$ cat config.mk
export PLATFORM = sky130hd
export DESIGN_NAME = tcm_top
export DESIGN_NICKNAME = d
export VERILOG_FILES = /design/src/logic/tcm_pkg.sv /design/src/logic/tcm_filt_if.sv /design/src/logic/tcm_in_filter.sv /design/src/logic/tcm_top.sv
export VERILOG_INCLUDE_DIRS = /design/src /design/src/logic
export SDC_FILE = /design/constraint.sdc
export NUM_CORES = 1
export LEC_CHECK = 0
export BUFFER_PORTS_ARGS = -buffer_cell sky130_fd_sc_hd__buf_2
export CAP_MARGIN = 5
export CORE_AREA = 4 4 145 147
export DETAILED_ROUTE_END_ITERATION = 8
export DIE_AREA = 0 0 149 151
export HOLD_SLACK_MARGIN = 0.1
export PLACE_DENSITY = 0.71
export REMOVE_ABC_BUFFERS = 1
export SLEW_MARGIN = 20
export SYNTH_ARGS = -nofsm -noshare
export SYNTH_HDL_FRONTEND = slang
export SYNTH_SLANG_ARGS = --single-unit
$ cat constraint.sdc
create_clock -name pclk -period 8.17 [get_ports pclk]
set_input_delay 1.634 -clock pclk [delete_from_list [all_inputs] [get_ports pclk]]
set_output_delay 1.634 -clock pclk [all_outputs]
set_load 0.02 [all_outputs]
$ cat src/logic/tcm_defines.svh
// register map, field positions, reset values and timing figures of the channel pair block
`ifndef TCM_DEFINES_SVH
`define TCM_DEFINES_SVH

`define TCM_OFS_MODE 16'hE018
`define TCM_OFS_CMP_A 16'hE034
`define TCM_OFS_CMP_B 16'hE038
`define TCM_OFS_STATUS 16'hE03C

`define TCM_MODE_RESET 32'h0000_0000
`define TCM_MODE_USED_W 16
`define TCM_CH_STRIDE 8
`define TCM_DIR_LSB 0
`define TCM_FAST_BIT 2
`define TCM_PRELOAD_BIT 3
`define TCM_CMODE_LSB 4
`define TCM_PSC_LSB 2
`define TCM_FILT_LSB 4

`define TCM_CNT_W 16
`define TCM_CMP_RESET 16'h0000
`define TCM_DIV_W 5
`define TCM_FILT_CNT_W 4

`define TCM_CLK_NS 25
`define TCM_FAST_DELAY_CYC 3
`define TCM_SLOW_DELAY_CYC 5

`endif

$ cat src/logic/tcm_pkg.sv
// types shared by the channel pair block
package tcm_pkg;

  typedef enum logic [2:0] {
    TCM_CM_FROZEN = 3'h0,
    TCM_CM_SET = 3'h1,
    TCM_CM_CLEAR = 3'h2,
    TCM_CM_TOGGLE = 3'h3,
    TCM_CM_FORCE_LO = 3'h4,
    TCM_CM_FORCE_HI = 3'h5,
    TCM_CM_PWM1 = 3'h6,
    TCM_CM_PWM2 = 3'h7
  } tcm_cmp_mode_t;

  typedef enum logic [1:0] {
    TCM_DIR_OUTPUT = 2'h0,
    TCM_DIR_OWN_PIN = 2'h1,
    TCM_DIR_OTHER_PIN = 2'h2,
    TCM_DIR_TRIGGER = 2'h3
  } tcm_dir_t;

endpackage : tcm_pkg

$ cat src/logic/tcm_filt_if.sv
// link between a channel and its input filter
`timescale 1ns/10ps
interface tcm_filt_if;
  logic [3:0] code;
  logic raw;
  logic filt;
  logic rise;
  modport filter (input code, input raw, output filt, output rise);
  modport user (output code, output raw, input filt, input rise);
endinterface : tcm_filt_if

$ cat src/logic/tcm_in_filter.sv
// sampled digital filter and rising edge detector for one capture input
`timescale 1ns/10ps
`include "tcm_defines.svh"
module tcm_in_filter
  import tcm_pkg::*;
(
  input wire logic pclk,
  input wire logic presetn,
  tcm_filt_if.filter fif
);

  logic [`TCM_DIV_W-1:0] div_q;
  logic [`TCM_FILT_CNT_W-1:0] run_q;
  logic filt_q;
  logic filt_dly_q;
  logic [2:0] div_log2;
  logic [3:0] need_n;
  logic [`TCM_DIV_W-1:0] mask;
  logic sample_en;

  // code to {log2 divider, samples needed}
  function automatic logic [6:0] filt_decode(input logic [3:0] code);
    case (code)
      4'h0: filt_decode = {3'h0, 4'h1};
      4'h1: filt_decode = {3'h0, 4'h2};
      4'h2: filt_decode = {3'h0, 4'h4};
      4'h3: filt_decode = {3'h0, 4'h8};
      4'h4: filt_decode = {3'h1, 4'h6};
      4'h5: filt_decode = {3'h1, 4'h8};
      4'h6: filt_decode = {3'h2, 4'h6};
      4'h7: filt_decode = {3'h2, 4'h8};
      4'h8: filt_decode = {3'h3, 4'h6};
      4'h9: filt_decode = {3'h3, 4'h8};
      4'hA: filt_decode = {3'h4, 4'h5};
      4'hB: filt_decode = {3'h4, 4'h6};
      4'hC: filt_decode = {3'h4, 4'h8};
      4'hD: filt_decode = {3'h5, 4'h5};
      4'hE: filt_decode = {3'h5, 4'h6};
      default: filt_decode = {3'h5, 4'h8};
    endcase
  endfunction : filt_decode

  assign {div_log2, need_n} = filt_decode(fif.code);
  assign mask = 5'(~(32'hFFFF_FFFF << div_log2));
  assign sample_en = ((div_q & mask) == mask);

  ////////////////////////////////////////////////////////////////////////
  always_ff @(posedge pclk or negedge presetn)
  begin
    if (!presetn)
      div_q <= '0;
    else
      div_q <= div_q + 5'h01;
  end

  // a run of differing samples resets as soon as one agrees again
  always_ff @(posedge pclk or negedge presetn)
  begin
    if (!presetn)
    begin
      run_q <= '0;
      filt_q <= 1'b0;
    end
    else if (sample_en)
    begin
      if (fif.raw == filt_q)
        run_q <= '0;
      else if ((run_q + 4'h1) >= need_n)
      begin
        filt_q <= fif.raw;
        run_q <= '0;
      end
      else
        run_q <= run_q + 4'h1;
    end
  end

  always_ff @(posedge pclk or negedge presetn)
  begin
    if (!presetn)
      filt_dly_q <= 1'b0;
    else
      filt_dly_q <= filt_q;
  end

  assign fif.filt = filt_q;
  assign fif.rise = filt_q & ~filt_dly_q;

endmodule : tcm_in_filter

$ cat src/logic/tcm_top.sv
// channel pair capture/compare block with mode register on apb
//
// Register access over APB is this design's own decision.
`timescale 1ns/10ps
`include "tcm_defines.svh"
module tcm_top
  import tcm_pkg::*;
(
  input wire logic pclk,
  input wire logic presetn,
  input wire logic psel,
  input wire logic penable,
  input wire logic pwrite,
  input wire logic [15:0] paddr,
  input wire logic [31:0] pwdata,
  output logic [31:0] prdata,
  output logic pready,
  output logic pslverr,
  input wire logic [`TCM_CNT_W-1:0] counter_value,
  input wire logic count_down,
  input wire logic update_event,
  input wire logic input_pin_a,
  input wire logic input_pin_b,
  input wire logic slave_trigger_input,
  output logic chan_a_reference_wave,
  output logic chan_b_reference_wave,
  output logic chan_a_capture,
  output logic chan_b_capture
);

  logic [`TCM_MODE_USED_W-1:0] mode_q;
  logic [31:0] prdata_q;
  logic pready_q;
  logic pslverr_q;
  logic pin_a_q;
  logic pin_b_q;
  logic trig_q;
  logic trig_dly_q;
  logic trig_rise;
  logic setup;
  logic wr_en;
  logic [1:0] wr_cmp;
  logic [1:0][`TCM_CNT_W-1:0] cmp_rd;
  logic [1:0] ref_w;
  logic [1:0] cap_w;
  logic [1:0] filt_w;
  logic [3:0] reg_hit;

  // selected raw source for a channel input
  function automatic logic src_pick(input logic [1:0] dir, input logic own,
                                    input logic other, input logic trig);
    case (dir)
      TCM_DIR_OWN_PIN: src_pick = own;
      TCM_DIR_OTHER_PIN: src_pick = other;
      TCM_DIR_TRIGGER: src_pick = trig;
      default: src_pick = 1'b0;
    endcase
  endfunction : src_pick

  // events needed per capture
  function automatic logic [2:0] psc_count(input logic [1:0] psc);
    case (psc)
      2'h0: psc_count = 3'h1;
      2'h1: psc_count = 3'h2;
      2'h2: psc_count = 3'h4;
      default: psc_count = 3'h6;
    endcase
  endfunction : psc_count

  // one-hot register select shared by read and write paths
  function automatic logic [3:0] reg_sel(input logic [15:0] a);
    reg_sel = 4'h0;
    if (a == `TCM_OFS_MODE)
      reg_sel = 4'h1;
    else if (a == `TCM_OFS_CMP_A)
      reg_sel = 4'h2;
    else if (a == `TCM_OFS_CMP_B)
      reg_sel = 4'h4;
    else if (a == `TCM_OFS_STATUS)
      reg_sel = 4'h8;
  endfunction : reg_sel

  ////////////////////////////////////////////////////////////////////////
  // apb slave: answer ready in the first access cycle

  assign setup = psel & ~penable;
  assign reg_hit = reg_sel(paddr);
  assign wr_en = psel & penable & pwrite & pready_q;

  always_ff @(posedge pclk or negedge presetn)
  begin
    if (!presetn)
    begin
      pready_q <= 1'b0;
      pslverr_q <= 1'b0;
      prdata_q <= '0;
    end
    else
    begin
      pready_q <= setup;
      pslverr_q <= 1'b0;
      prdata_q <= '0;
      if (setup)
      begin
        if (reg_hit[0])
          prdata_q <= {16'h0000, mode_q};
        else if (reg_hit[1])
          prdata_q <= {16'h0000, cmp_rd[0]};
        else if (reg_hit[2])
          prdata_q <= {16'h0000, cmp_rd[1]};
        else if (reg_hit[3])
          prdata_q <= {26'h0, cap_w, filt_w, ref_w};
        else
          pslverr_q <= 1'b1;
      end
    end
  end

  always_ff @(posedge pclk or negedge presetn)
  begin
    if (!presetn)
      mode_q <= 16'(`TCM_MODE_RESET);
    else if (wr_en && reg_hit[0])
      mode_q <= pwdata[`TCM_MODE_USED_W-1:0];
  end

  assign wr_cmp[0] = wr_en && reg_hit[1];
  assign wr_cmp[1] = wr_en && reg_hit[2];

  assign prdata = prdata_q;
  assign pready = pready_q;
  assign pslverr = pslverr_q;

  ////////////////////////////////////////////////////////////////////////
  // input sampling; pins are synchronous so one stage suffices

  always_ff @(posedge pclk or negedge presetn)
  begin
    if (!presetn)
    begin
      pin_a_q <= 1'b0;
      pin_b_q <= 1'b0;
      trig_q <= 1'b0;
      trig_dly_q <= 1'b0;
    end
    else
    begin
      pin_a_q <= input_pin_a;
      pin_b_q <= input_pin_b;
      trig_q <= slave_trigger_input;
      trig_dly_q <= trig_q;
    end
  end

  assign trig_rise = trig_q & ~trig_dly_q;

  ////////////////////////////////////////////////////////////////////////
  // the two channels

  for (genvar ch = 0; ch < 2; ch++)
  begin : g_ch
    localparam int B = ch * `TCM_CH_STRIDE;
    tcm_filt_if fif ();
    logic [1:0] dir;
    tcm_cmp_mode_t cmode;
    logic preload;
    logic fast;
    logic [1:0] psc;
    logic is_out;
    logic own_pin;
    logic other_pin;
    logic match;
    logic cmp_lt;
    logic cmp_gt;
    logic pwm_lvl;
    logic is_pwm;
    logic fast_set;
    logic cap_now;
    logic [`TCM_CNT_W-1:0] buf_q;
    logic [`TCM_CNT_W-1:0] shadow_q;
    logic [2:0] evt_q;
    logic ref_q;
    logic ref_d;
    logic cap_q;
    logic pwm_prev_q;
    logic fast_q;

    assign dir = mode_q[B+`TCM_DIR_LSB +: 2];
    assign cmode = tcm_cmp_mode_t'(mode_q[B+`TCM_CMODE_LSB +: 3]);
    assign preload = mode_q[B+`TCM_PRELOAD_BIT];
    assign fast = mode_q[B+`TCM_FAST_BIT];
    assign psc = mode_q[B+`TCM_PSC_LSB +: 2];
    assign is_out = (dir == TCM_DIR_OUTPUT);

    // channel A's other pin is B and vice versa
    assign own_pin = (ch == 0) ? pin_a_q : pin_b_q;
    assign other_pin = (ch == 0) ? pin_b_q : pin_a_q;
    assign fif.raw = src_pick(dir, own_pin, other_pin, trig_q);
    assign fif.code = is_out ? 4'h0 : mode_q[B+`TCM_FILT_LSB +: 4];

    tcm_in_filter u_filt (
      .pclk(pclk),
      .presetn(presetn),
      .fif(fif)
    );

    // prescaler counts filtered rising edges
    assign cap_now = !is_out && fif.rise && ((evt_q + 3'h1) >= psc_count(psc));

    always_ff @(posedge pclk or negedge presetn)
    begin
      if (!presetn)
        evt_q <= '0;
      else if (is_out)
        evt_q <= '0;
      else if (fif.rise)
        evt_q <= cap_now ? 3'h0 : evt_q + 3'h1;
    end

    // capture overrides a write landing in the same cycle
    always_ff @(posedge pclk or negedge presetn)
    begin
      if (!presetn)
      begin
        buf_q <= `TCM_CMP_RESET;
        shadow_q <= `TCM_CMP_RESET;
      end
      else if (cap_now)
      begin
        buf_q <= counter_value;
        shadow_q <= counter_value;
      end
      else
      begin
        if (wr_cmp[ch])
          buf_q <= pwdata[`TCM_CNT_W-1:0];
        if (wr_cmp[ch] && !(preload && is_out))
          shadow_q <= pwdata[`TCM_CNT_W-1:0];
        else if (update_event && preload && is_out)
          shadow_q <= buf_q;
      end
    end

    assign cmp_rd[ch] = (preload && is_out) ? buf_q : shadow_q;

    // comparison against the active shadow value
    assign match = (counter_value == shadow_q);
    assign cmp_lt = (counter_value < shadow_q);
    assign cmp_gt = (counter_value > shadow_q);
    assign is_pwm = (cmode == TCM_CM_PWM1) || (cmode == TCM_CM_PWM2);

    always_comb
    begin
      if (cmode == TCM_CM_PWM1)
        pwm_lvl = count_down ? !cmp_gt : cmp_lt;
      else
        pwm_lvl = count_down ? cmp_gt : !cmp_lt;
    end

    // fast path: a trigger edge acts as a match, held until the comparison moves
    assign fast_set = is_out && is_pwm && fast && trig_rise;

    always_ff @(posedge pclk or negedge presetn)
    begin
      if (!presetn)
      begin
        fast_q <= 1'b0;
        pwm_prev_q <= 1'b0;
      end
      else
      begin
        pwm_prev_q <= pwm_lvl;
        if (fast_set)
          fast_q <= 1'b1;
        else if (!is_pwm || !is_out || (pwm_lvl != pwm_prev_q))
          fast_q <= 1'b0;
      end
    end

    always_comb
    begin
      ref_d = ref_q;
      if (is_out)
      begin
        case (cmode)
          TCM_CM_FROZEN: ref_d = ref_q;
          TCM_CM_SET: ref_d = match ? 1'b1 : ref_q;
          TCM_CM_CLEAR: ref_d = match ? 1'b0 : ref_q;
          TCM_CM_TOGGLE: ref_d = match ? ~ref_q : ref_q;
          TCM_CM_FORCE_LO: ref_d = 1'b0;
          TCM_CM_FORCE_HI: ref_d = 1'b1;
          default: ref_d = pwm_lvl | fast_q | fast_set;
        endcase
      end
    end

    // toggle re-fires every cycle the counter sits on the compare value
    always_ff @(posedge pclk or negedge presetn)
    begin
      if (!presetn)
      begin
        ref_q <= 1'b0;
        cap_q <= 1'b0;
      end
      else
      begin
        ref_q <= ref_d;
        cap_q <= cap_now;
      end
    end

    assign ref_w[ch] = ref_q;
    assign cap_w[ch] = cap_q;
    assign filt_w[ch] = fif.filt;
  end

  assign chan_a_reference_wave = g_ch[0].ref_q;
  assign chan_b_reference_wave = g_ch[1].ref_q;
  assign chan_a_capture = g_ch[0].cap_q;
  assign chan_b_capture = g_ch[1].cap_q;

endmodule : tcm_top

==> metrics.md <==
| Metric | Value |
|---|---|
| Cts-stage hold buffer count | 0 |
| FFs w/ async S/R, synth | 1.00 |
| RR Startpoint | g_ch[1].evt_q[0]$_DFFE_PN0P_ |
| Worst Setup Path Type | primary input to flip-flop |
| Final TNS setup | 0 ns |
| Root Buffer | clkbuf_16 |
| Cts repair resizes | 0 |
| CP max FO | 18 |
| Hold Path Class | flip-flop to flip-flop |
| Min Tclk post-route | between 4 and 5 ns |
| Clock Latency Late Sink | between 0.4 and 0.5 ns |
| Dpl cells | 1284 |
| Die Y | between 150 and 200 um |
| CP Cell Sequence | buf_2 -> nor4b_4 -> and4_1 -> nand3_1 -> nor2_2 -> nand2_2 -> mux2_2 |
| Die W | 149 um |
| CP arrival | between 4 and 5 ns |
| CP Launch Point | paddr[1] |
| Filler cells | around 1900 |
| Number of synthesized flops with an enable pin | 0 |
| Period utilization | 0.526 |
| Average routed wire per standard cell | 18.4 um |
| Max Slew Vio Count | 0 |
| Post-place instance area | 0.00940 mm2 |
| TritonCTS Sinks | roughly 140 |
| Routed wire length | about 24000 um |
| Final Hold Fails | 0 |
| Worst Path Required | 8.48 ns |
| Post-DP HPWL | about 16000 um |
| Row count | between 50 and 60 |
| Clock skew | 0.00836 ns |
| Slew @ Worst Pin | roughly 1.2 ns |
| CP endpoint kind | flip-flop |
| TritonCTS Buffers | 17 |
| Outcome | finished, final reports clean |
| Global-route wire length before repair | roughly 40000 um |
| Fraction of layout cells with a size suffix above 1 | 0.165 |
| Synth area leader | dfrtp_1 |
| Postcts setup bufs | 0 |
| Slew margin rel. | 0.220 |
| RD Place Congestion | 0.848 |
| Remaining Overflow, GRT | 0 |
| Synth area leaders | dfrtp_1 39%, ha_1 8.8%, mux2i_1 4.9% |
| Maximum buffer depth of the clock tree | 2 |
| CP top delay family | simple AND/OR/NAND/NOR gates |
| Antenna-violating nets left | 0 |
| Critical path buffer and inverter count | 1 |
| Final setup violation count | 0 |
| Crit-path max cell delay | about 0.89 ns |
| I/O Buffers | 79 |
| Ys flop type | dfrtp_1 |
| Pwr dens | 163 mW/mm2 |
| Worst vdd ir | around 0.11 mV |
| Drt pass-1 iters | 6 |
| DRC | 0 |
| Core area | 0.0199 mm2 |
| Unrepaired setup endpoints after global routing | false |
| Number of synthesized register bits | between 100 and 150 |
| CP startpoint kind | primary input |
| Cells after Synth | between 900 and 1000 |
| P&R area growth vs syn | 13.8% |
| Commonest cells post-synth | 138 x dfrtp_1, 109 x nand2_1, 85 x nor2_1, 62 x a21oi_1, 62 x ha_1 |
| Total power | between 0.0015 and 0.002 W |
| Count of non-filler cells in the finished layout | 1317 |
| Via/cell ratio | roughly 5.8 |
| Mapped Avg Cell Area | between 9 and 10 um2 |
| Ports | roughly 110 |
| Clk slew on worst S/H paths | about 0.060 ns |
| Final nets | about 1200 |
| P_leak | between 4 and 5 nW |
| Die area | approximately 0.022 mm2 |
| Total vias in the final route | between 7000 and 8000 |
| Final instance area | around 0.01 mm2 |
| Initial DRC Count | between 600 and 700 |
| CTS tree | done |
| Yosys cell types | between 60 and 70 |
| Number of global-route vias before repair | about 7400 |
| Max Cap Viol | 0 |
| CTS H-Tree Depth | 4 |
| Largest net degree at the start of global routing | 80 |
| Max Freq | around 230 MHz |
| Min-delay src | g_ch[0].shadow_q[15]$_DFFE_PN0P_ |
| Synthesized area | between 0.008 and 0.009 mm2 |
| GR Util All Layers | 0.221 |
| Top cell type's share of synthesized area | 0.392 |
| Initial Util | 0.443 |
| Initial antenna violation count | 1 |
| Seq/Total Area, Yosys | 0.392 |
| Yosys warns | 0 |
| CP max-delay cell | nor2_2 |
| Most frequent cell after synthesis | dfrtp_1 |
state kept, by name (all words and copies together) (netlist names), 6 cells and up:
signal             cells
g_ch.shadow_q         32
prdata                16
mode_q                16
g_ch.u_filt.run_q      8
g_ch.buf_q            32
g_ch.u_filt.div_q     10
g_ch.evt_q             6
kinds of logic after synthesis:
group / share of synthesized area
AND/OR/NAND/NOR: 0.171
AO/OA/AOI/OAI: 0.193
flip-flops: 0.392
buffers and inverters: 0.0625
multiplexers: 0.0795
adder cells (fa/ha/maj): 0.0880
XOR/XNOR: 0.0139
other: 0.000425
cells in the final DEF (no fill, tap or decap), drive strengths merged, types with 5 or more instances in the layout:
cell type | netlist | routed
mux2i | 43 | 43
o21a | 6 | 6
inv | 60 | 60
a31oi | 34 | 34
o22ai | 29 | 29
a21o | 28 | 28
clkbuf | 39 | 22
nand4 | 15 | 15
nor4 | 6 | 6
ha | 62 | 62
a211oi | 26 | 26
buf | 27 | 92
nor2 | 86 | 86
dfrtp | 138 | 138
nor2b | 9 | 9
a222oi | 5 | 5
and3 | 5 | 5
clkinv | 0 | 6
nor3 | 22 | 22
xor2 | 8 | 8
nand3 | 17 | 17
nand2 | 109 | 109
a21oi | 62 | 62
nand2b | 11 | 11
xnor2 | 6 | 6
conb | 1 | 16
o21ai | 46 | 46
mux2 | 24 | 24
power by group:
group	switching, W	internal, W
registers	0.00000941	0.000698
logic	0.0000870	0.0000477
clock network	0.000296	0.000499
stage by stage:
step,setup slack [ns],util,hold WS (ns)
after floorplan,4.00,-,0.397
after global placement,3.23,0.472,0.459
after detailed placement,3.16,0.472,0.453
after CTS,3.60,0.502,0.473
after global routing,3.82,0.504,0.484
final,3.87,0.504,0.473
cell type report:
type,count,area (um2),area share
Multi-Input combinational cell,725,4900,0.488
Clock buffer,22,474,0.0473
Timing Repair Buffer,92,523,0.0521
Inverter,60,225,0.0224
Sequential cell,138,3450,0.344
Tap cell,270,338,0.0337
Clock inverter,9,120,0.0120
Antenna cell,1,2.50,0.000249
per-layer routing:
metal / track usage / wire (um) / vias up
li1: - / - / 3592
met1: 0.302 / 10500 / 3611
met2: 0.344 / 11000 / 321
met3: 0.0431 / 1920 / 63
met4: 0.0989 / 800 / 0
met5: 0 / 0 / -
worst paths after layout:
path | to | slack (ns) | cells past startpoint
max | mode_q[8]$_DFFE_PN0P_ | 3.87 | 7
min | g_ch[0].shadow_q[15]$_DFFE_PN0P_ | 0.47 | 1
max reg2reg | g_ch[1].shadow_q[11]$_DFFE_PN0P_ | 4.89 | 10
min reg2reg | g_ch[0].shadow_q[15]$_DFFE_PN0P_ | 0.47 | 1
max in group asynchronous | g_ch[0].u_filt.run_q[0]$_DFFE_PN0N_ | 5.86 | 2
min in group asynchronous | prdata[12]$_DFF_PN0_ | 1.18 | 1
No activity file was read; power rests on OpenSTA's default activity.
